$ cat src/hrmg_pkg.sv
// Package with offsets, field positions, reset values and state types of the register map
package hrmg_pkg;

   // Width of every register word and of the byte lane
   localparam int WORD_W = 16;
   localparam int BYTE_W = 8;
   localparam int IO_W   = 8;

   // Byte offsets on the six-bit host address
   localparam logic [5:0] OFF_LEGACY_STATUS_MASK  = 6'h00;
   localparam logic [5:0] OFF_LEGACY_DIAG_COMMAND = 6'h02;
   localparam logic [5:0] OFF_LEGACY_REG_TWO      = 6'h04;
   localparam logic [5:0] OFF_LEGACY_REG_THREE    = 6'h06;
   localparam logic [5:0] OFF_LEGACY_REG_FOUR     = 6'h08;
   localparam logic [5:0] OFF_LEGACY_REG_FIVE     = 6'h0a;
   localparam logic [5:0] OFF_LEGACY_REG_SIX      = 6'h0c;
   localparam logic [5:0] OFF_INDEXED_WINDOW      = 6'h0e;
   localparam logic [5:0] OFF_NETWORK_TIME        = 6'h10;
   localparam logic [5:0] OFF_EXT_IRQ_STATUS      = 6'h12;
   localparam logic [5:0] OFF_EXT_IRQ_MASK        = 6'h14;
   localparam logic [5:0] OFF_EXT_COMMAND         = 6'h16;
   localparam logic [5:0] OFF_RX_SOURCE_ID        = 6'h18;
   localparam logic [5:0] OFF_TX_SOURCE_ID        = 6'h1a;
   localparam logic [5:0] OFF_RX_FLAGS_HIGH       = 6'h1c;
   localparam logic [5:0] OFF_RX_FLAGS_LOW        = 6'h1e;
   localparam logic [5:0] OFF_TIME_MASTER_ID      = 6'h20;
   localparam logic [5:0] OFF_OPERATING_MODE      = 6'h22;
   localparam logic [5:0] OFF_CARRY_FLAGS         = 6'h24;
   localparam logic [5:0] OFF_RX_MAP_HIGH         = 6'h26;
   localparam logic [5:0] OFF_RX_MAP_LOW          = 6'h28;
   localparam logic [5:0] OFF_HIGHEST_NODE_ID     = 6'h2a;
   localparam logic [5:0] OFF_OWN_NODE_ID         = 6'h2c;
   localparam logic [5:0] OFF_PACKET_SIZE_CFG     = 6'h2e;
   localparam logic [5:0] OFF_CLOCK_PRESCALE      = 6'h30;
   localparam logic [5:0] OFF_TIME_DIFFERENCE     = 6'h32;
   localparam logic [5:0] OFF_PIN_STATE_INFO      = 6'h34;
   localparam logic [5:0] OFF_UNUSED_SLOT_A       = 6'h36;
   localparam logic [5:0] OFF_UNUSED_SLOT_B       = 6'h38;
   localparam logic [5:0] OFF_ERROR_INFO          = 6'h3a;
   localparam logic [5:0] OFF_RESERVED_SLOT_A     = 6'h3c;
   localparam logic [5:0] OFF_RESERVED_SLOT_B     = 6'h3e;

   // Window index field in legacy register five, low nibble
   localparam int WIN_IDX_LSB = 0;
   localparam int WIN_IDX_W   = 4;
   // Window selections of the I/O port
   localparam logic [3:0] WIN_IO_DIRECTION = 4'hb;
   localparam logic [3:0] WIN_IO_VALUE     = 4'ha;

   // Alias enable bit in the operating mode register
   localparam int WIDE_ALIAS_BIT = 0;

   // Pin state info bits: live bus width and byte lane straps
   localparam int PIN_BUS_WIDTH_BIT   = 0;
   localparam int PIN_LANE_REVERSE_BIT = 1;

   // Hardware reset values
   localparam logic [15:0] RST_WORD         = 16'h0000;
   localparam logic [7:0]  RST_WINDOW_ENTRY = 8'h00;
   localparam logic [7:0]  RST_IO_DIRECTION = 8'hff;
   localparam logic [7:0]  RST_IO_VALUE     = 8'h00;

   // Complete state of the register map
   typedef struct packed {
      logic [31:0][15:0] words;       // One slot per word offset
      logic [15:0][7:0]  window;      // Indexed window entries
      logic [7:0]        ioDirection; // Per pin, 0 drives
      logic [7:0]        ioValue;     // Value driven on output pins
      logic [15:0]       rdData;      // Registered read answer
      logic              rdValid;     // Read answer strobe
   } hrmg_state_s;

endpackage

$ cat src/hrmg_top.sv
// Host register map with byte lane ordering, word alias and indexed I/O port window
//
// Contract
// - Registers sixteen bits; width pin picks word/byte.
// - Default byte order: low even, high odd.
// - Reverse pin low swaps even and odd lanes.
// - Six-bit address decode, words at even offsets.
// - Byte mode unused byte zero; source id pair.
// - Alias enable maps spare byte to register four.
// - Four-bit window index reaches the I/O registers.
// - Index 1011: direction bits, zero means output.
// - Index 1010: write drives pins, read pin state.
// - Only hardware reset loads all initial values.
//
// Straps and pins pass
// two flip-flops first.
// Reads answer a cycle
// after the strobe.
`timescale 1ns/1ps
module hrmg_top #(
   parameter int IO_WIDTH = hrmg_pkg::IO_W
) (
   input  wire logic                ref_clk,
   input  wire logic                sys_rst,
   input  wire logic                clkEn,
   // Soft reset
   input  wire logic                softReset,
   // Board straps
   input  wire logic                busWidthSelect,
   input  wire logic                byteLaneReverseN,
   // Host bus
   input  wire logic [5:0]          hostAddr,
   input  wire logic [15:0]         hostWrData,
   input  wire logic                hostWrEn,
   input  wire logic                hostRdEn,
   output logic      [15:0]         hostRdData,
   output logic                     hostRdValid,
   // Pin side
   input  wire logic [IO_WIDTH-1:0] ioPinsIn,
   output logic      [IO_WIDTH-1:0] ioPinsOut,
   output logic      [IO_WIDTH-1:0] ioPinsOe
);

   // Word index of each register slot, taken from the byte offsets
   // Index is offset / 2;
   // bit 0 only picks a lane.
   localparam logic [4:0] IDX_STATUS_MASK  = hrmg_pkg::OFF_LEGACY_STATUS_MASK[5:1];
   localparam logic [4:0] IDX_DIAG_COMMAND = hrmg_pkg::OFF_LEGACY_DIAG_COMMAND[5:1];
   localparam logic [4:0] IDX_REG_FOUR     = hrmg_pkg::OFF_LEGACY_REG_FOUR[5:1];
   localparam logic [4:0] IDX_REG_FIVE     = hrmg_pkg::OFF_LEGACY_REG_FIVE[5:1];
   localparam logic [4:0] IDX_WINDOW       = hrmg_pkg::OFF_INDEXED_WINDOW[5:1];
   localparam logic [4:0] IDX_IRQ_STATUS   = hrmg_pkg::OFF_EXT_IRQ_STATUS[5:1];
   localparam logic [4:0] IDX_IRQ_MASK     = hrmg_pkg::OFF_EXT_IRQ_MASK[5:1];
   localparam logic [4:0] IDX_EXT_COMMAND  = hrmg_pkg::OFF_EXT_COMMAND[5:1];
   localparam logic [4:0] IDX_TX_SOURCE    = hrmg_pkg::OFF_TX_SOURCE_ID[5:1];
   localparam logic [4:0] IDX_RX_FLAGS_HI  = hrmg_pkg::OFF_RX_FLAGS_HIGH[5:1];
   localparam logic [4:0] IDX_RX_FLAGS_LO  = hrmg_pkg::OFF_RX_FLAGS_LOW[5:1];
   localparam logic [4:0] IDX_MASTER_ID    = hrmg_pkg::OFF_TIME_MASTER_ID[5:1];
   localparam logic [4:0] IDX_MODE         = hrmg_pkg::OFF_OPERATING_MODE[5:1];
   localparam logic [4:0] IDX_HIGHEST_ID   = hrmg_pkg::OFF_HIGHEST_NODE_ID[5:1];
   localparam logic [4:0] IDX_OWN_ID       = hrmg_pkg::OFF_OWN_NODE_ID[5:1];
   localparam logic [4:0] IDX_PACKET_SIZE  = hrmg_pkg::OFF_PACKET_SIZE_CFG[5:1];
   localparam logic [4:0] IDX_PRESCALE     = hrmg_pkg::OFF_CLOCK_PRESCALE[5:1];
   localparam logic [4:0] IDX_PIN_INFO     = hrmg_pkg::OFF_PIN_STATE_INFO[5:1];
   localparam logic [4:0] IDX_UNUSED_A     = hrmg_pkg::OFF_UNUSED_SLOT_A[5:1];
   localparam logic [4:0] IDX_UNUSED_B     = hrmg_pkg::OFF_UNUSED_SLOT_B[5:1];
   localparam logic [4:0] IDX_ERROR_INFO   = hrmg_pkg::OFF_ERROR_INFO[5:1];
   localparam logic [4:0] IDX_RESERVED_A   = hrmg_pkg::OFF_RESERVED_SLOT_A[5:1];
   localparam logic [4:0] IDX_RESERVED_B   = hrmg_pkg::OFF_RESERVED_SLOT_B[5:1];

   // Other slots: plain
   // storage.

   // Reset image of the whole state word
   localparam hrmg_pkg::hrmg_state_s RST_STATE = '{
      words       : {32{hrmg_pkg::RST_WORD}},
      window      : {16{hrmg_pkg::RST_WINDOW_ENTRY}},
      ioDirection : hrmg_pkg::RST_IO_DIRECTION,
      ioValue     : hrmg_pkg::RST_IO_VALUE,
      rdData      : 16'h0000,
      rdValid     : 1'b0
   };

   // Direction resets to all
   // ones: every pin starts
   // as an input.

   // One packed state word
   // holds the whole map.
   hrmg_pkg::hrmg_state_s st_r;     // Registered state
   hrmg_pkg::hrmg_state_s st_nxt;   // Next state

   logic                wordModeSync;  // Settled bus width pin
   logic                laneRevNSync;  // Settled byte lane reverse pin, active low
   logic [IO_WIDTH-1:0] ioPinsSync;    // Settled I/O pin levels
   logic [1:0]          strapSync;     // Both straps after the synchroniser

   // Bit 0 width, bit 1
   // lane reverse.

   // Straps are board pins, so they cross into the clock domain first
   // Reset clears both stages,
   // so the block wakes in byte
   // mode with lanes reversed.
   hrmg_sync2 #(
      .WIDTH   (2)
   ) u_strap_sync (
      .ref_clk (ref_clk),
      .sys_rst (sys_rst),
      .clkEn   (clkEn),
      .asyncIn ({byteLaneReverseN, busWidthSelect}),
      .syncOut (strapSync)
   );

   assign wordModeSync = strapSync[0];
   assign laneRevNSync = strapSync[1];

   // Logic reads only
   // settled copies.

   // I/O pins are read through the same kind of synchroniser
   // A pin change reaches
   // read data two enabled
   // edges later.
   hrmg_sync2 #(
      .WIDTH   (IO_WIDTH)
   ) u_io_sync (
      .ref_clk (ref_clk),
      .sys_rst (sys_rst),
      .clkEn   (clkEn),
      .asyncIn (ioPinsIn),
      .syncOut (ioPinsSync)
   );

   // Slots with no register behind them
   // Reads give zero; writes
   // are dropped.
   function automatic logic isVacant(input logic [4:0] idx);
      isVacant = (idx == IDX_UNUSED_A) || (idx == IDX_UNUSED_B) ||
                 (idx == IDX_RESERVED_A) || (idx == IDX_RESERVED_B);
   endfunction

   // Registers that carry only a low byte; the legacy block is all byte wide
   // Upper byte reads zero;
   // writes to it are lost.
   function automatic logic isByteWide(input logic [4:0] idx);
      isByteWide = (idx <= IDX_WINDOW) || (idx == IDX_EXT_COMMAND) ||
                   (idx == IDX_TX_SOURCE) || (idx == IDX_MASTER_ID) ||
                   (idx == IDX_HIGHEST_ID) || (idx == IDX_OWN_ID) ||
                   (idx == IDX_PACKET_SIZE) || (idx == IDX_PRESCALE);
   endfunction

   logic [4:0]  wordIdx;      // Word slot addressed by the host
   logic        swapActive;   // Lane reversal in force
   logic        laneHigh;     // Byte access lands on bits 15 to 8
   logic [3:0]  windowIndex;  // Window selection from legacy register five
   logic        aliasEnable;  // Spare byte beside register four is a copy
   logic        aliasHit;     // Current byte access hits the copy
   logic [15:0] curWord;      // Present value of the addressed slot
   logic [15:0] mergedWord;   // Word after a write has been folded in
   logic [15:0] byteRead;     // Byte lane answer placed in the low bits

   // Pure decode of st_r and
   // the inputs, no state.

   // Word access ignores bit 0;
   // byte access uses it to
   // pick a lane.
   // Address and lane decode shared by reads and writes
   always_comb begin
      wordIdx     = hostAddr[5:1];
      swapActive  = ~laneRevNSync;
      // Even address is the low byte unless the lanes are reversed
      laneHigh    = ~wordModeSync & (hostAddr[0] ^ swapActive);
      windowIndex = st_r.words[IDX_REG_FIVE][hrmg_pkg::WIN_IDX_LSB +: hrmg_pkg::WIN_IDX_W];
      aliasEnable = st_r.words[IDX_MODE][hrmg_pkg::WIDE_ALIAS_BIT];
      aliasHit    = aliasEnable & laneHigh & (wordIdx == IDX_REG_FOUR);
   end

   // Shared by reads and
   // writes; a same-cycle
   // read sees old data.
   // Present value of the addressed slot as the host would see a word read
   always_comb begin
      curWord = 16'h0000;
      if (isVacant(wordIdx)) begin
         // Vacant slots hold nothing
         curWord = 16'h0000;
      end else if (wordIdx == IDX_WINDOW) begin
         // The window shows whichever entry the index selects
         // Other indices are plain
         // eight-bit storage.
         if (windowIndex == hrmg_pkg::WIN_IO_DIRECTION) begin
            curWord = {8'h00, st_r.ioDirection};
         end else if (windowIndex == hrmg_pkg::WIN_IO_VALUE) begin
            // Live pin levels, not the driven value, so inputs are visible
            curWord = {8'h00, ioPinsSync};
         end else begin
            curWord = {8'h00, st_r.window[windowIndex]};
         end
      end else if (wordIdx == IDX_PIN_INFO) begin
         // Read-only view of the straps as the block sees them
         // Settled straps, two
         // edges behind the pins.
         curWord = 16'h0000;
         curWord[hrmg_pkg::PIN_BUS_WIDTH_BIT]    = wordModeSync;
         curWord[hrmg_pkg::PIN_LANE_REVERSE_BIT] = laneRevNSync;
      end else if (isByteWide(wordIdx)) begin
         // Upper byte of a byte wide register is always zero
         curWord = {8'h00, st_r.words[wordIdx][7:0]};
      end else begin
         // Full word, including the receive source pair
         curWord = st_r.words[wordIdx];
      end
   end

   // Byte lane answer; the copy of register four shows its low byte
   // The lane moves down to
   // bits 7..0; bits 15..8
   // stay zero.
   always_comb begin
      byteRead = 16'h0000;
      if (aliasHit) begin
         byteRead = {8'h00, curWord[7:0]};
      end else if (laneHigh) begin
         byteRead = {8'h00, curWord[15:8]};
      end else begin
         // Low lane
         byteRead = {8'h00, curWord[7:0]};
      end
   end

   // Fold the host write data into the addressed word
   // In byte mode only the addressed
   // lane changes; the other holds.
   always_comb begin
      mergedWord = curWord;
      if (wordModeSync) begin
         // Word access replaces all sixteen bits
         mergedWord = hostWrData;
      end else if (aliasHit) begin
         // A write through the copy lands in the real low byte
         mergedWord = {curWord[15:8], hostWrData[7:0]};
      end else if (laneHigh) begin
         // High lane
         mergedWord = {hostWrData[7:0], curWord[7:0]};
      end else begin
         mergedWord = {curWord[15:8], hostWrData[7:0]};
      end
   end

   // Next state: host writes, read capture and software reset exceptions
   // Later steps win: read,
   // then write, then soft
   // reset.
   always_comb begin
      st_nxt         = st_r;
      st_nxt.rdValid = 1'b0;

      // A host read is answered one cycle later from a flip-flop
      // Stands until the
      // next read.
      if (hostRdEn) begin
         st_nxt.rdValid = 1'b1;
         if (wordModeSync) begin
            st_nxt.rdData = curWord;
         end else begin
            st_nxt.rdData = byteRead;
         end
      end

      // Host write, decoded by slot
      // One lane in
      // byte mode.
      if (hostWrEn) begin
         if (isVacant(wordIdx)) begin
            // Writes to vacant slots are dropped
            st_nxt = st_nxt;
         end else if (wordIdx == IDX_PIN_INFO) begin
            // Pin state view is read-only
            st_nxt = st_nxt;
         end else if (wordIdx == IDX_WINDOW) begin
            // High lane: no storage
            if (laneHigh) begin
               st_nxt.ioValue = st_r.ioValue;
            end else if (windowIndex == hrmg_pkg::WIN_IO_DIRECTION) begin
               st_nxt.ioDirection = mergedWord[7:0];
            end else if (windowIndex == hrmg_pkg::WIN_IO_VALUE) begin
               st_nxt.ioValue = mergedWord[7:0];
            end else begin
               st_nxt.window[windowIndex] = mergedWord[7:0];
            end
         end else if (isByteWide(wordIdx)) begin
            // Keep the upper byte clear so it reads back as zero
            st_nxt.words[wordIdx] = {8'h00, mergedWord[7:0]};
         end else begin
            st_nxt.words[wordIdx] = mergedWord;
         end
      end

      // Software reset clears only the communication side registers;
      // it wins over a host write in the same cycle so the unit restarts clean
      // Pins and storage slots
      // keep their value through
      // a soft reset.
      if (softReset) begin
         st_nxt.words[IDX_STATUS_MASK]  = hrmg_pkg::RST_WORD;
         st_nxt.words[IDX_DIAG_COMMAND] = hrmg_pkg::RST_WORD;
         st_nxt.words[IDX_EXT_COMMAND]  = hrmg_pkg::RST_WORD;
         st_nxt.words[IDX_IRQ_STATUS]   = hrmg_pkg::RST_WORD;
         st_nxt.words[IDX_IRQ_MASK]     = hrmg_pkg::RST_WORD;
         st_nxt.words[IDX_RX_FLAGS_HI]  = hrmg_pkg::RST_WORD;
         st_nxt.words[IDX_RX_FLAGS_LO]  = hrmg_pkg::RST_WORD;
         st_nxt.words[IDX_ERROR_INFO]   = hrmg_pkg::RST_WORD;
      end
   end

   // Hardware reset alone loads the full reset image
   // Hard reset is taken even
   // with the clock enable low,
   // so a frozen block comes
   // up clean.
   always_ff @(posedge ref_clk) begin
      if (sys_rst) begin
         st_r <= RST_STATE;
      end else if (clkEn) begin
         st_r <= st_nxt;
      end
   end

   // Outputs straight from the state flip-flops
   // All outputs are flops;
   // none is fed by a pin
   // directly.
   assign hostRdData  = st_r.rdData;
   assign hostRdValid = st_r.rdValid;
   assign ioPinsOut   = st_r.ioValue;
   // A zero direction bit drives the pin
   assign ioPinsOe    = ~st_r.ioDirection;

endmodule // hrmg_top

$ cat src/hrmg_sync2.sv
// Two flip-flop synchroniser for pin levels entering the clock domain
`timescale 1ns/1ps
module hrmg_sync2 #(
   parameter int WIDTH = 1
) (
   input  wire logic             ref_clk,
   input  wire logic             sys_rst,
   input  wire logic             clkEn,
   input  wire logic [WIDTH-1:0] asyncIn,
   output logic      [WIDTH-1:0] syncOut
);

   // Both stages of the synchroniser in one state word
   typedef struct packed {
      logic [WIDTH-1:0] stage1; // Metastable stage, read only by stage2
      logic [WIDTH-1:0] stage2; // Settled copy
   } hrmg_sync_s;

   hrmg_sync_s st_r;
   hrmg_sync_s st_nxt;

   // Shift the pin level through two stages
   always_comb begin
      st_nxt        = st_r;
      st_nxt.stage1 = asyncIn;
      st_nxt.stage2 = st_r.stage1;
   end

   // Register the stages, frozen while the clock enable is low
   always_ff @(posedge ref_clk) begin
      if (sys_rst) begin
         st_r <= '0;
      end else if (clkEn) begin
         st_r <= st_nxt;
      end
   end

   assign syncOut = st_r.stage2;

endmodule // hrmg_sync2

$ cat config.mk
export PLATFORM = sky130hd
export DESIGN_NAME = hrmg_top
export DESIGN_NICKNAME = d
export VERILOG_FILES = /design/src/hrmg_pkg.sv /design/src/hrmg_top.sv /design/src/hrmg_sync2.sv
export SDC_FILE = /design/constraint.sdc
export NUM_CORES = 1
export LEC_CHECK = 0
export BUFFER_PORTS_ARGS = -buffer_cell sky130_fd_sc_hd__buf_2
export CAP_MARGIN = 25
export CORE_MARGIN = 5
export CORE_UTILIZATION = 65
export DETAILED_ROUTE_END_ITERATION = 6
export GPL_TIMING_DRIVEN = 1
export HOLD_SLACK_MARGIN = 0.12
export PLACE_DENSITY = 0.82
export SYNTH_ARGS = -nofsm -noshare
export SYNTH_HDL_FRONTEND = slang
export SYNTH_HIERARCHICAL = 1
export SYNTH_SLANG_ARGS = --single-unit
export TNS_END_PERCENT = 100
$ cat constraint.sdc
create_clock -name ref_clk -period 7.92 [get_ports ref_clk]
set_input_delay 1.584 -clock ref_clk [delete_from_list [all_inputs] [get_ports ref_clk]]
set_output_delay 1.584 -clock ref_clk [all_outputs]
set_load 0.01 [all_outputs]
==> metrics.md, run 1 <==
| Metric | Value |
|---|---|
| EDFF count, synth | `0` |
| Post-synth top cells | `dfxtp_1 (672), nor2_1 (453), nand2_1 (201)` |
| Filler instances | `slightly below 3000` |
| Number of DRC markers in iteration 0 | `3219` |
| Clk sinks | `672` |
| Prevailing post-synth register cell | `dfxtp_1` |
| Fraction of layout cells with a size suffix above 1 | `0.151` |
| Core ar. | `43200 um^2` |
| Net Sw Frac | `0.237` |
| Max-slew headroom | `0.264` |
| Routed wire length | `between 80 and 90 mm` |
| Largest buffer count on any clock path | `3` |
| Worst setup EP type | `flop` |
| Final Max Tran Viols | `0` |
| Final worst slack | `2.95 ns` |
| Clk slew on worst S/H paths | `0.06 ns` |
| Area leader, netlist | `dfxtp_1` |
| VDD IR max | `~0.17 mV` |
| Area Overhead vs Synth | `8.51%` |
| Dominant cells by area after synthesis | `dfxtp_1 (47%), mux4_2 (8.6%), nor2_1 (6.0%)` |
| Unique masters post-synth | `89` |
| Initial Utilization | `0.658` |
| GRT Total Usage | `0.344` |
| Comb pwr share | `0.062` |
| Syn. warnings | `6` |
| Seq pwr share | `0.476` |
| Die area | `48000 um^2` |
| Crit-path cells | `clkbuf_8, buf_4, nor4bb_1, o21ai_1, and4b_1, a211oi_4, o21ai_0` |
| RSZ-0062 raised after global routing | `no` |
| Row Count | `76` |
| Worst-Margin Slew | `1.10 ns` |
| Net Switching | `0.00170 W` |
| Period utilisation layout | `0.627` |
| Die height | `219 um` |
| Worst hold slack | `0.449 ns` |
| Highest clock rate | `between 200 and 250 MHz` |
| DP HPWL | `53.1 mm` |
| Sequential fraction of the synthesis area | `0.473` |
| Register area | `13500 um^2` |
| Internal power | `0.00545 W` |
| PD cells | `232 nW/um^2` |
| LEAKAGE | `around 11 nW` |
| Number of global-route vias before repair | `around 22000` |
| # hold bufs at CTS | `0` |
| Syn_nets | `2904` |
| Post-Synthesis Cell Area | `28400 um^2` |
| Total grt overflow | `0` |
| Critical path class | `in2reg` |
| Final Skew | `between 0.03 and 0.04 ns` |
| Share of the synthesized area in the top cell type | `0.473` |
| Critical Path Start Type | `input port` |
| Post-synthesis register bit count | `672` |
| WP buf/inv | `2` |
| Ys async rst share | `0` |
| DRT antenna net count | `0` |
| First-pass GRT wire length | `roughly 130 mm` |
| Post-Place Worst Slack | `approximately 2.5 ns` |
| Clock power share | `0.462` |
| Hold Fails Final Rpt | `0` |
| H-tree Lvls | `3` |
| Post-route minimum period | `4.97 ns` |
| Crit-path max FO | `73` |
| Post-Syn Area per Cell | `9.92 um^2` |
| Count of final setup violators | `0` |
| Vias/cell | `6.65` |
| Most common cell in the netlist | `dfxtp_1` |
| Pre-antenna DRT Iters | `7` |
| Outcome | `complete, no violations` |
| Worst Path Arrival | `~5.4 ns` |
| Worst hold path type | `reg2reg` |
| Clock root buffer | `clkbuf_16` |
| Post_cts resized | `0` |
| Cells after Synth | `2866` |
| Area of the multi-input gates | `13500 um^2` |
| Clk Latency, worst-skew pair | `around 0.63 ns` |
| Post-DR wirelength/cell | `24.4 um` |
| I/O Pins | `71` |
| Routed vias | `around 23000` |
| CP max-delay cell | `a211oi_4` |
| Die Width | `219 um` |
| Worst EP required | `approximately 8.3 ns` |
| Max Cap Viol | `0` |
| IO buf count | `70` |
| TNS Setup | `0 ns` |
| RePlAce Congestion | `roughly 1` |
| CTS tree | `built` |
| # Post-CTS Setup Buffers | `0` |
| Antenna violations before repair | `4` |
| Kind of cell adding the most delay to the critical path | `compound AO/OA/AOI/OAI gates` |
| # nets final | `2827` |
| Crit path largest cell delay | `approximately 0.92 ns` |
| Cts bufs inserted | `69` |
| DRC | `0` |
| Pin count of the biggest net entering global routing | `~170` |
==> through the flow <==
stage / util / total power, W / area, um^2 / instances
CTS: 0.713 / 0.00714 / 30800 / 3421
floorplan: - / 0.00378 / 28400 / 2866
global placement: 0.658 / 0.00389 / 28400 / 3294
global route: 0.714 / 0.00733 / 30800 / 3426
finish: 0.714 / 0.00715 / 30800 / 3426
detailed placement: 0.659 / 0.00390 / 28500 / 3300
==> worst reg2reg max path, delay by kind of cell (launching register included) <==
kind / cells / cell delay (ns)
and+or+nand+nor: 2 / 0.75
buffers and inverters: 1 / 0.60
muxes: 1 / 0.40
DFF: 1 / 0.34
AOI/OAI and AO/OA: 3 / 1.58
==> sequential cells by signal, summed over array words and instances, names as in the netlist <==
name / cells
aliasEnable: 1
hostRdData: 16
hostRdValid: 1
ioPinsOut: 8
st_r: 626
u_io_sync/st_nxt: 8
u_io_sync/syncOut: 8
u_strap_sync/st_nxt: 2
u_strap_sync/syncOut: 2
==> cell families after synthesis <==
| logic type | Yosys count | synth area share |
|---|---|---|
| and+or+nand+nor | 1028 | 0.170 |
| DFF | 672 | 0.473 |
| muxes | 254 | 0.151 |
| buffers and inverters | 283 | 0.0548 |
| xor gates and xnor gates | 1 | 0.000308 |
| AOI/OAI and AO/OA | 628 | 0.150 |
==> path summary, 6_finish.rpt <==
| path | slack, ns | startpoint | cells past startpoint | to |
|---|---|---|---|---|
| setup / recovery | 2.95 | hostAddr[1] | 7 | st_r[632] |
| hold / removal | 0.45 | st_r[331] | 2 | st_r[331] |
| setup reg to reg | 4.08 | st_r[242] | 7 | st_r[632] |
| hold reg to reg | 0.45 | st_r[331] | 2 | st_r[331] |
==> cell type report <==
type | instances | area share
Antenna cell | 2 | 0.000162
Clock buffer | 98 | 0.0667
Clock inverter | 23 | 0.00819
Inverter | 19 | 0.00231
Multi-Input combinational cell | 1911 | 0.437
Sequential cell | 672 | 0.436
Tap cell | 585 | 0.0237
Timing Repair Buffer | 116 | 0.0257
==> cell usage in the layout, fill, tap and decap left out, types with 103 or more instances in the layout <==
master and count:
nand2_1 201, nor2b_1 108, and2_1 119, o21ai_0 103, nor2_1 446, mux4_2 109, dfxtp_1 670, a21oi_1 162
mux2i_1 115, a211oi_1 144
==> layer usage <==
metal,track usage,part of all wire,up-vias
met4,0.198,0.061,2
li1,-,-,9999
met2,0.523,0.44,1470
met3,0.0928,0.11,329
met5,0,0.00012,-
met1,0.444,0.38,11000
==> power groups by stage <==
stage | clock (W) | sequential, W | combinational [W]
3_5_place_dp | 0 | 0.00348 | 0.000418
3_3_place_gp | 0 | 0.00348 | 0.000408
2_1_floorplan | 0 | 0.00347 | 0.000310
5_1_grt | 0.00347 | 0.00340 | 0.000459
4_1_cts | 0.00331 | 0.00340 | 0.000422
6_report | 0.00330 | 0.00340 | 0.000445
Power figures use the tool's default switching activity.
==> inputs of run 2 (changes only) <==
ABC_AREA = 1   (was default)
CORE_UTILIZATION = 62   (was 65)
PLACE_DENSITY = 0.79   (was 0.82)
clock period = 5.08 ns   (was 7.92 ns; I/O delays follow)
==> run 2 against run 1 <==
Against the previous run:
- core utilization is 2.7 points lower
- total power up 64%
- non-clock buffer count grew 24
- critical path depth up 4
- register-to-register slack worse by 3.1 ns
- first-iteration DRC count is 32% higher
- die area increased by 4.9%
- critical path type unchanged
==> metrics.md, run 2 <==
| Metric | Value |
|---|---|
| Core ar. | `45400 um^2` |
| Complex-gate fraction of the synthesized area | `0.210` |
| Clk Latency, worst-skew pair | `around 0.63 ns` |
| Worst setup EP type | `flop` |
| Max-slew headroom | `0.272` |
| Die height | `roughly 220 um` |
| Vias/cell | `6.09` |
| Total grt overflow | `0` |
| Post-synthesis register bit count | `685` |
| First-pass GRT wire length | `140 mm` |
| GRT Total Usage | `0.346` |
| Max Cap Viol | `0` |
| Cts bufs inserted | `between 60 and 70` |
| Comb pwr share | `0.076` |
| Number of global-route vias before repair | `between 20000 and 25000` |
| Unique masters post-synth | `38` |
| Largest register FFs | `between 600 and 700` |
| CP max-delay cell | `o21ai_0` |
| Biggest register | `st_r` |
| Post-route minimum period | `4.22 ns` |
| Largest buffer count on any clock path | `3` |
| Seq pwr share | `0.463` |
| Critical Path Start Type | `input port` |
| Critical path class | `in2reg` |
| Syn_nets | `3894` |
| LEAKAGE | `between 10 and 15 nW` |
| Synth Area in Simple Gates | `0.213` |
| Ys async rst share | `0` |
| Outcome | `complete, no violations` |
| Crit path largest cell delay | `0.77 ns` |
| DP HPWL | `57.8 mm` |
| Final Skew | `0.0357 ns` |
| Filler instances | `3724` |
| Hold_sp | `st_r[620]` |
| FF-to-FF path depth | `13` |
| # Post-CTS Setup Buffers | `0` |
| Hold path cells | `2` |
| Synth Area in Adders | `0` |
| CP dominant cell by count | `nand3_1` |
| I/O Pins | `71` |
| Syn. warnings | `6` |
| Internal power | `about 0.0088 W` |
| VDD IR max | `0.300 mV` |
| Period utilisation layout | `0.831` |
| Final Max Tran Viols | `0` |
| IO buf count | `70` |
| Worst hold path type | `reg2reg` |
| Worst Path Arrival | `4.75 ns` |
| Row Count | `78` |
| Kind of cell adding the most delay to the critical path | `simple AND/OR/NAND/NOR gates` |
| Highest clock rate | `237 MHz` |
| RePlAce Congestion | `just over 1` |
| Dominant cells by area after synthesis | `dfxtp_1 (48%), nand2_1 (11%), a21oi_1 (7.6%)` |
| Most common cell after layout, fill and taps aside | `nand2_1` |
| Mux share of post-synthesis cell area | `0` |
| Hold Fails Final Rpt | `0` |
| Post-Syn Area per Cell | `7.39 um^2` |
| H-tree Lvls | `3` |
| # hold bufs at CTS | `0` |
| Clk slew on worst S/H paths | `0.06 ns` |
| Die Width | `224 um` |
| Clk sinks | `685` |
| DRT antenna net count | `0` |
| Xor/xnor cell area share of the yosys netlist | `0` |
| Clock power share | `0.461` |
| Crit-path max FO | `31` |
| Fraction of layout cells with a size suffix above 1 | `0.0894` |
| Area Overhead vs Synth | `9.49%` |
| Net Sw Frac | `0.251` |
| CTS tree | `built` |
| Routed vias | `27000` |
| Most common cell in the netlist | `nand2_1` |
| Most frequent cells in the layout | `nand2_1 (804), dfxtp_1 (685), a21oi_1 (435), o21ai_0 (402), nor2_1 (368)` |
| Fin cells | `4428` |
| WP buf/inv | `2` |
| Prevailing post-synth register cell | `dfxtp_1` |
| R2r endpoint | `st_r[436]` |
| RSZ-0062 raised after global routing | `no` |
| Share of the synthesized area in the top cell type | `0.481` |
| Number of DRC markers in iteration 0 | `between 4000 and 5000` |
| Net Switching | `0.00293 W` |
| Post_cts resized | `0` |
| Count of final setup violators | `0` |
| Pin count of the biggest net entering global routing | `about 220` |
| Sequential fraction of the synthesis area | `0.481` |
| Initial Utilization | `0.628` |
| Worst hold endpoint | `st_r[620]` |
| Die area | `50400 um^2` |
| Placed Cells | `4299` |
| Area leader, netlist | `dfxtp_1` |
| Cells after Synth | `3856` |
| PD cells | `between 300 and 400 nW/um^2` |
| R2R Path Start | `st_r[241]` |
| Post-synth top cells | `nand2_1 (806), dfxtp_1 (685), a21oi_1 (435)` |
| DRC | `0` |
| Post-Synthesis Cell Area | `roughly 28000 um^2` |
| Clock root buffer | `clkbuf_16` |
| Pre-antenna DRT Iters | `7` |
| Largest family of logic cells by synthesized area | `simple AND/OR/NAND/NOR gates` |
| EDFF count, synth | `0` |
| Routed wire length | `90.7 mm` |
| R2r setup slk | `approximately 0.95 ns` |
| Worst hold slack | `0.419 ns` |
| # nets final | `around 3800` |
| Worst-Margin Slew | `1.09 ns` |
| Crit-path cells | `buf_2, inv_2, nand2_4, o22ai_1, o21ai_0, nand3_1, nand2_1, nand3_1, nand2_1, nand3_1, a21oi_1` |
| TNS Setup | `0 ns` |
| Worst EP required | `5.61 ns` |
| Post-DR wirelength/cell | `20.5 um` |
| Antenna violations before repair | `5` |
run 2: logic make-up (layout without fill, tap and decap cells):
| group | count (synthesis) | after routing |
|---|---|---|
| and+or+nand+nor | 1445 | 1445 |
| AOI/OAI and AO/OA | 1102 | 1102 |
| DFF | 685 | 685 |
| buffers and inverters | 624 | 595 |
| other | 0 | 1 |
run 2: worst register-to-register path: cells and delay by family, from the launching register on:
family	cells	cell delay (ns)
buf+inv	2	0.69
simple gates	8	2.01
compound gates	3	0.63
flops	1	0.73
run 2: final cells by class:
type / instances / area, um^2 / area share
clock inverters: 25 / 344 / 0.0110
inverters: 330 / 1240 / 0.0399
diodes: 1 / 2.50 / 0.0000802
multi-input cells: 2547 / 12100 / 0.387
well taps: 600 / 751 / 0.0241
clock buffers: 100 / 2070 / 0.0662
repair buffers: 140 / 996 / 0.0319
flip-flops and latches: 685 / 13700 / 0.440
run 2: routing by layer:
metal	part of all wire	wire, um	vias up	global-route usage
li1	-	-	12500	-
met1	0.39	35200	12300	0.465
met2	0.43	38600	1773	0.518
met3	0.13	11700	379	0.0978
met4	0.056	5110	10	0.164
met5	0.00097	88	-	0.0104
run 2: worst max-delay path by stage:
stage,startpoint,endpoint,slack (ns),depth (start not counted)
after CTS,st_r[241],st_r[28],1.13,13
after detailed placement,hostAddr[1],st_r[335],0.54,12
after global routing,hostAddr[1],st_r[399],0.77,12
final,hostAddr[1],st_r[480],0.86,11
after floorplan,hostAddr[2],st_r[292],2.38,13
after global placement,hostAddr[1],st_r[335],0.56,12
run 2: stage by stage:
| stage | total power, W | utilization | setup slack [ns] | instance area (um^2) |
|---|---|---|---|---|
| final | 0.0117 | 0.688 | 0.857 | 31200 |
| after global routing | 0.0120 | 0.688 | 0.771 | 31200 |
| after CTS | 0.0117 | 0.687 | 1.13 | 31200 |
| after detailed placement | 0.00637 | 0.634 | 0.540 | 28800 |
| after global placement | 0.00636 | 0.632 | 0.556 | 28700 |
| after floorplan | 0.00608 | - | 2.38 | 28500 |
run 2: power by group through the flow:
stage / Combinational [W] / Clock (W) / Sequential [W]
2_1_floorplan: 0.000555 / 0 / 0.00553
3_3_place_gp: 0.000830 / 0 / 0.00553
3_5_place_dp: 0.000835 / 0 / 0.00553
4_1_cts: 0.000840 / 0.00540 / 0.00541
5_1_grt: 0.000920 / 0.00563 / 0.00541
6_report: 0.000893 / 0.00540 / 0.00542
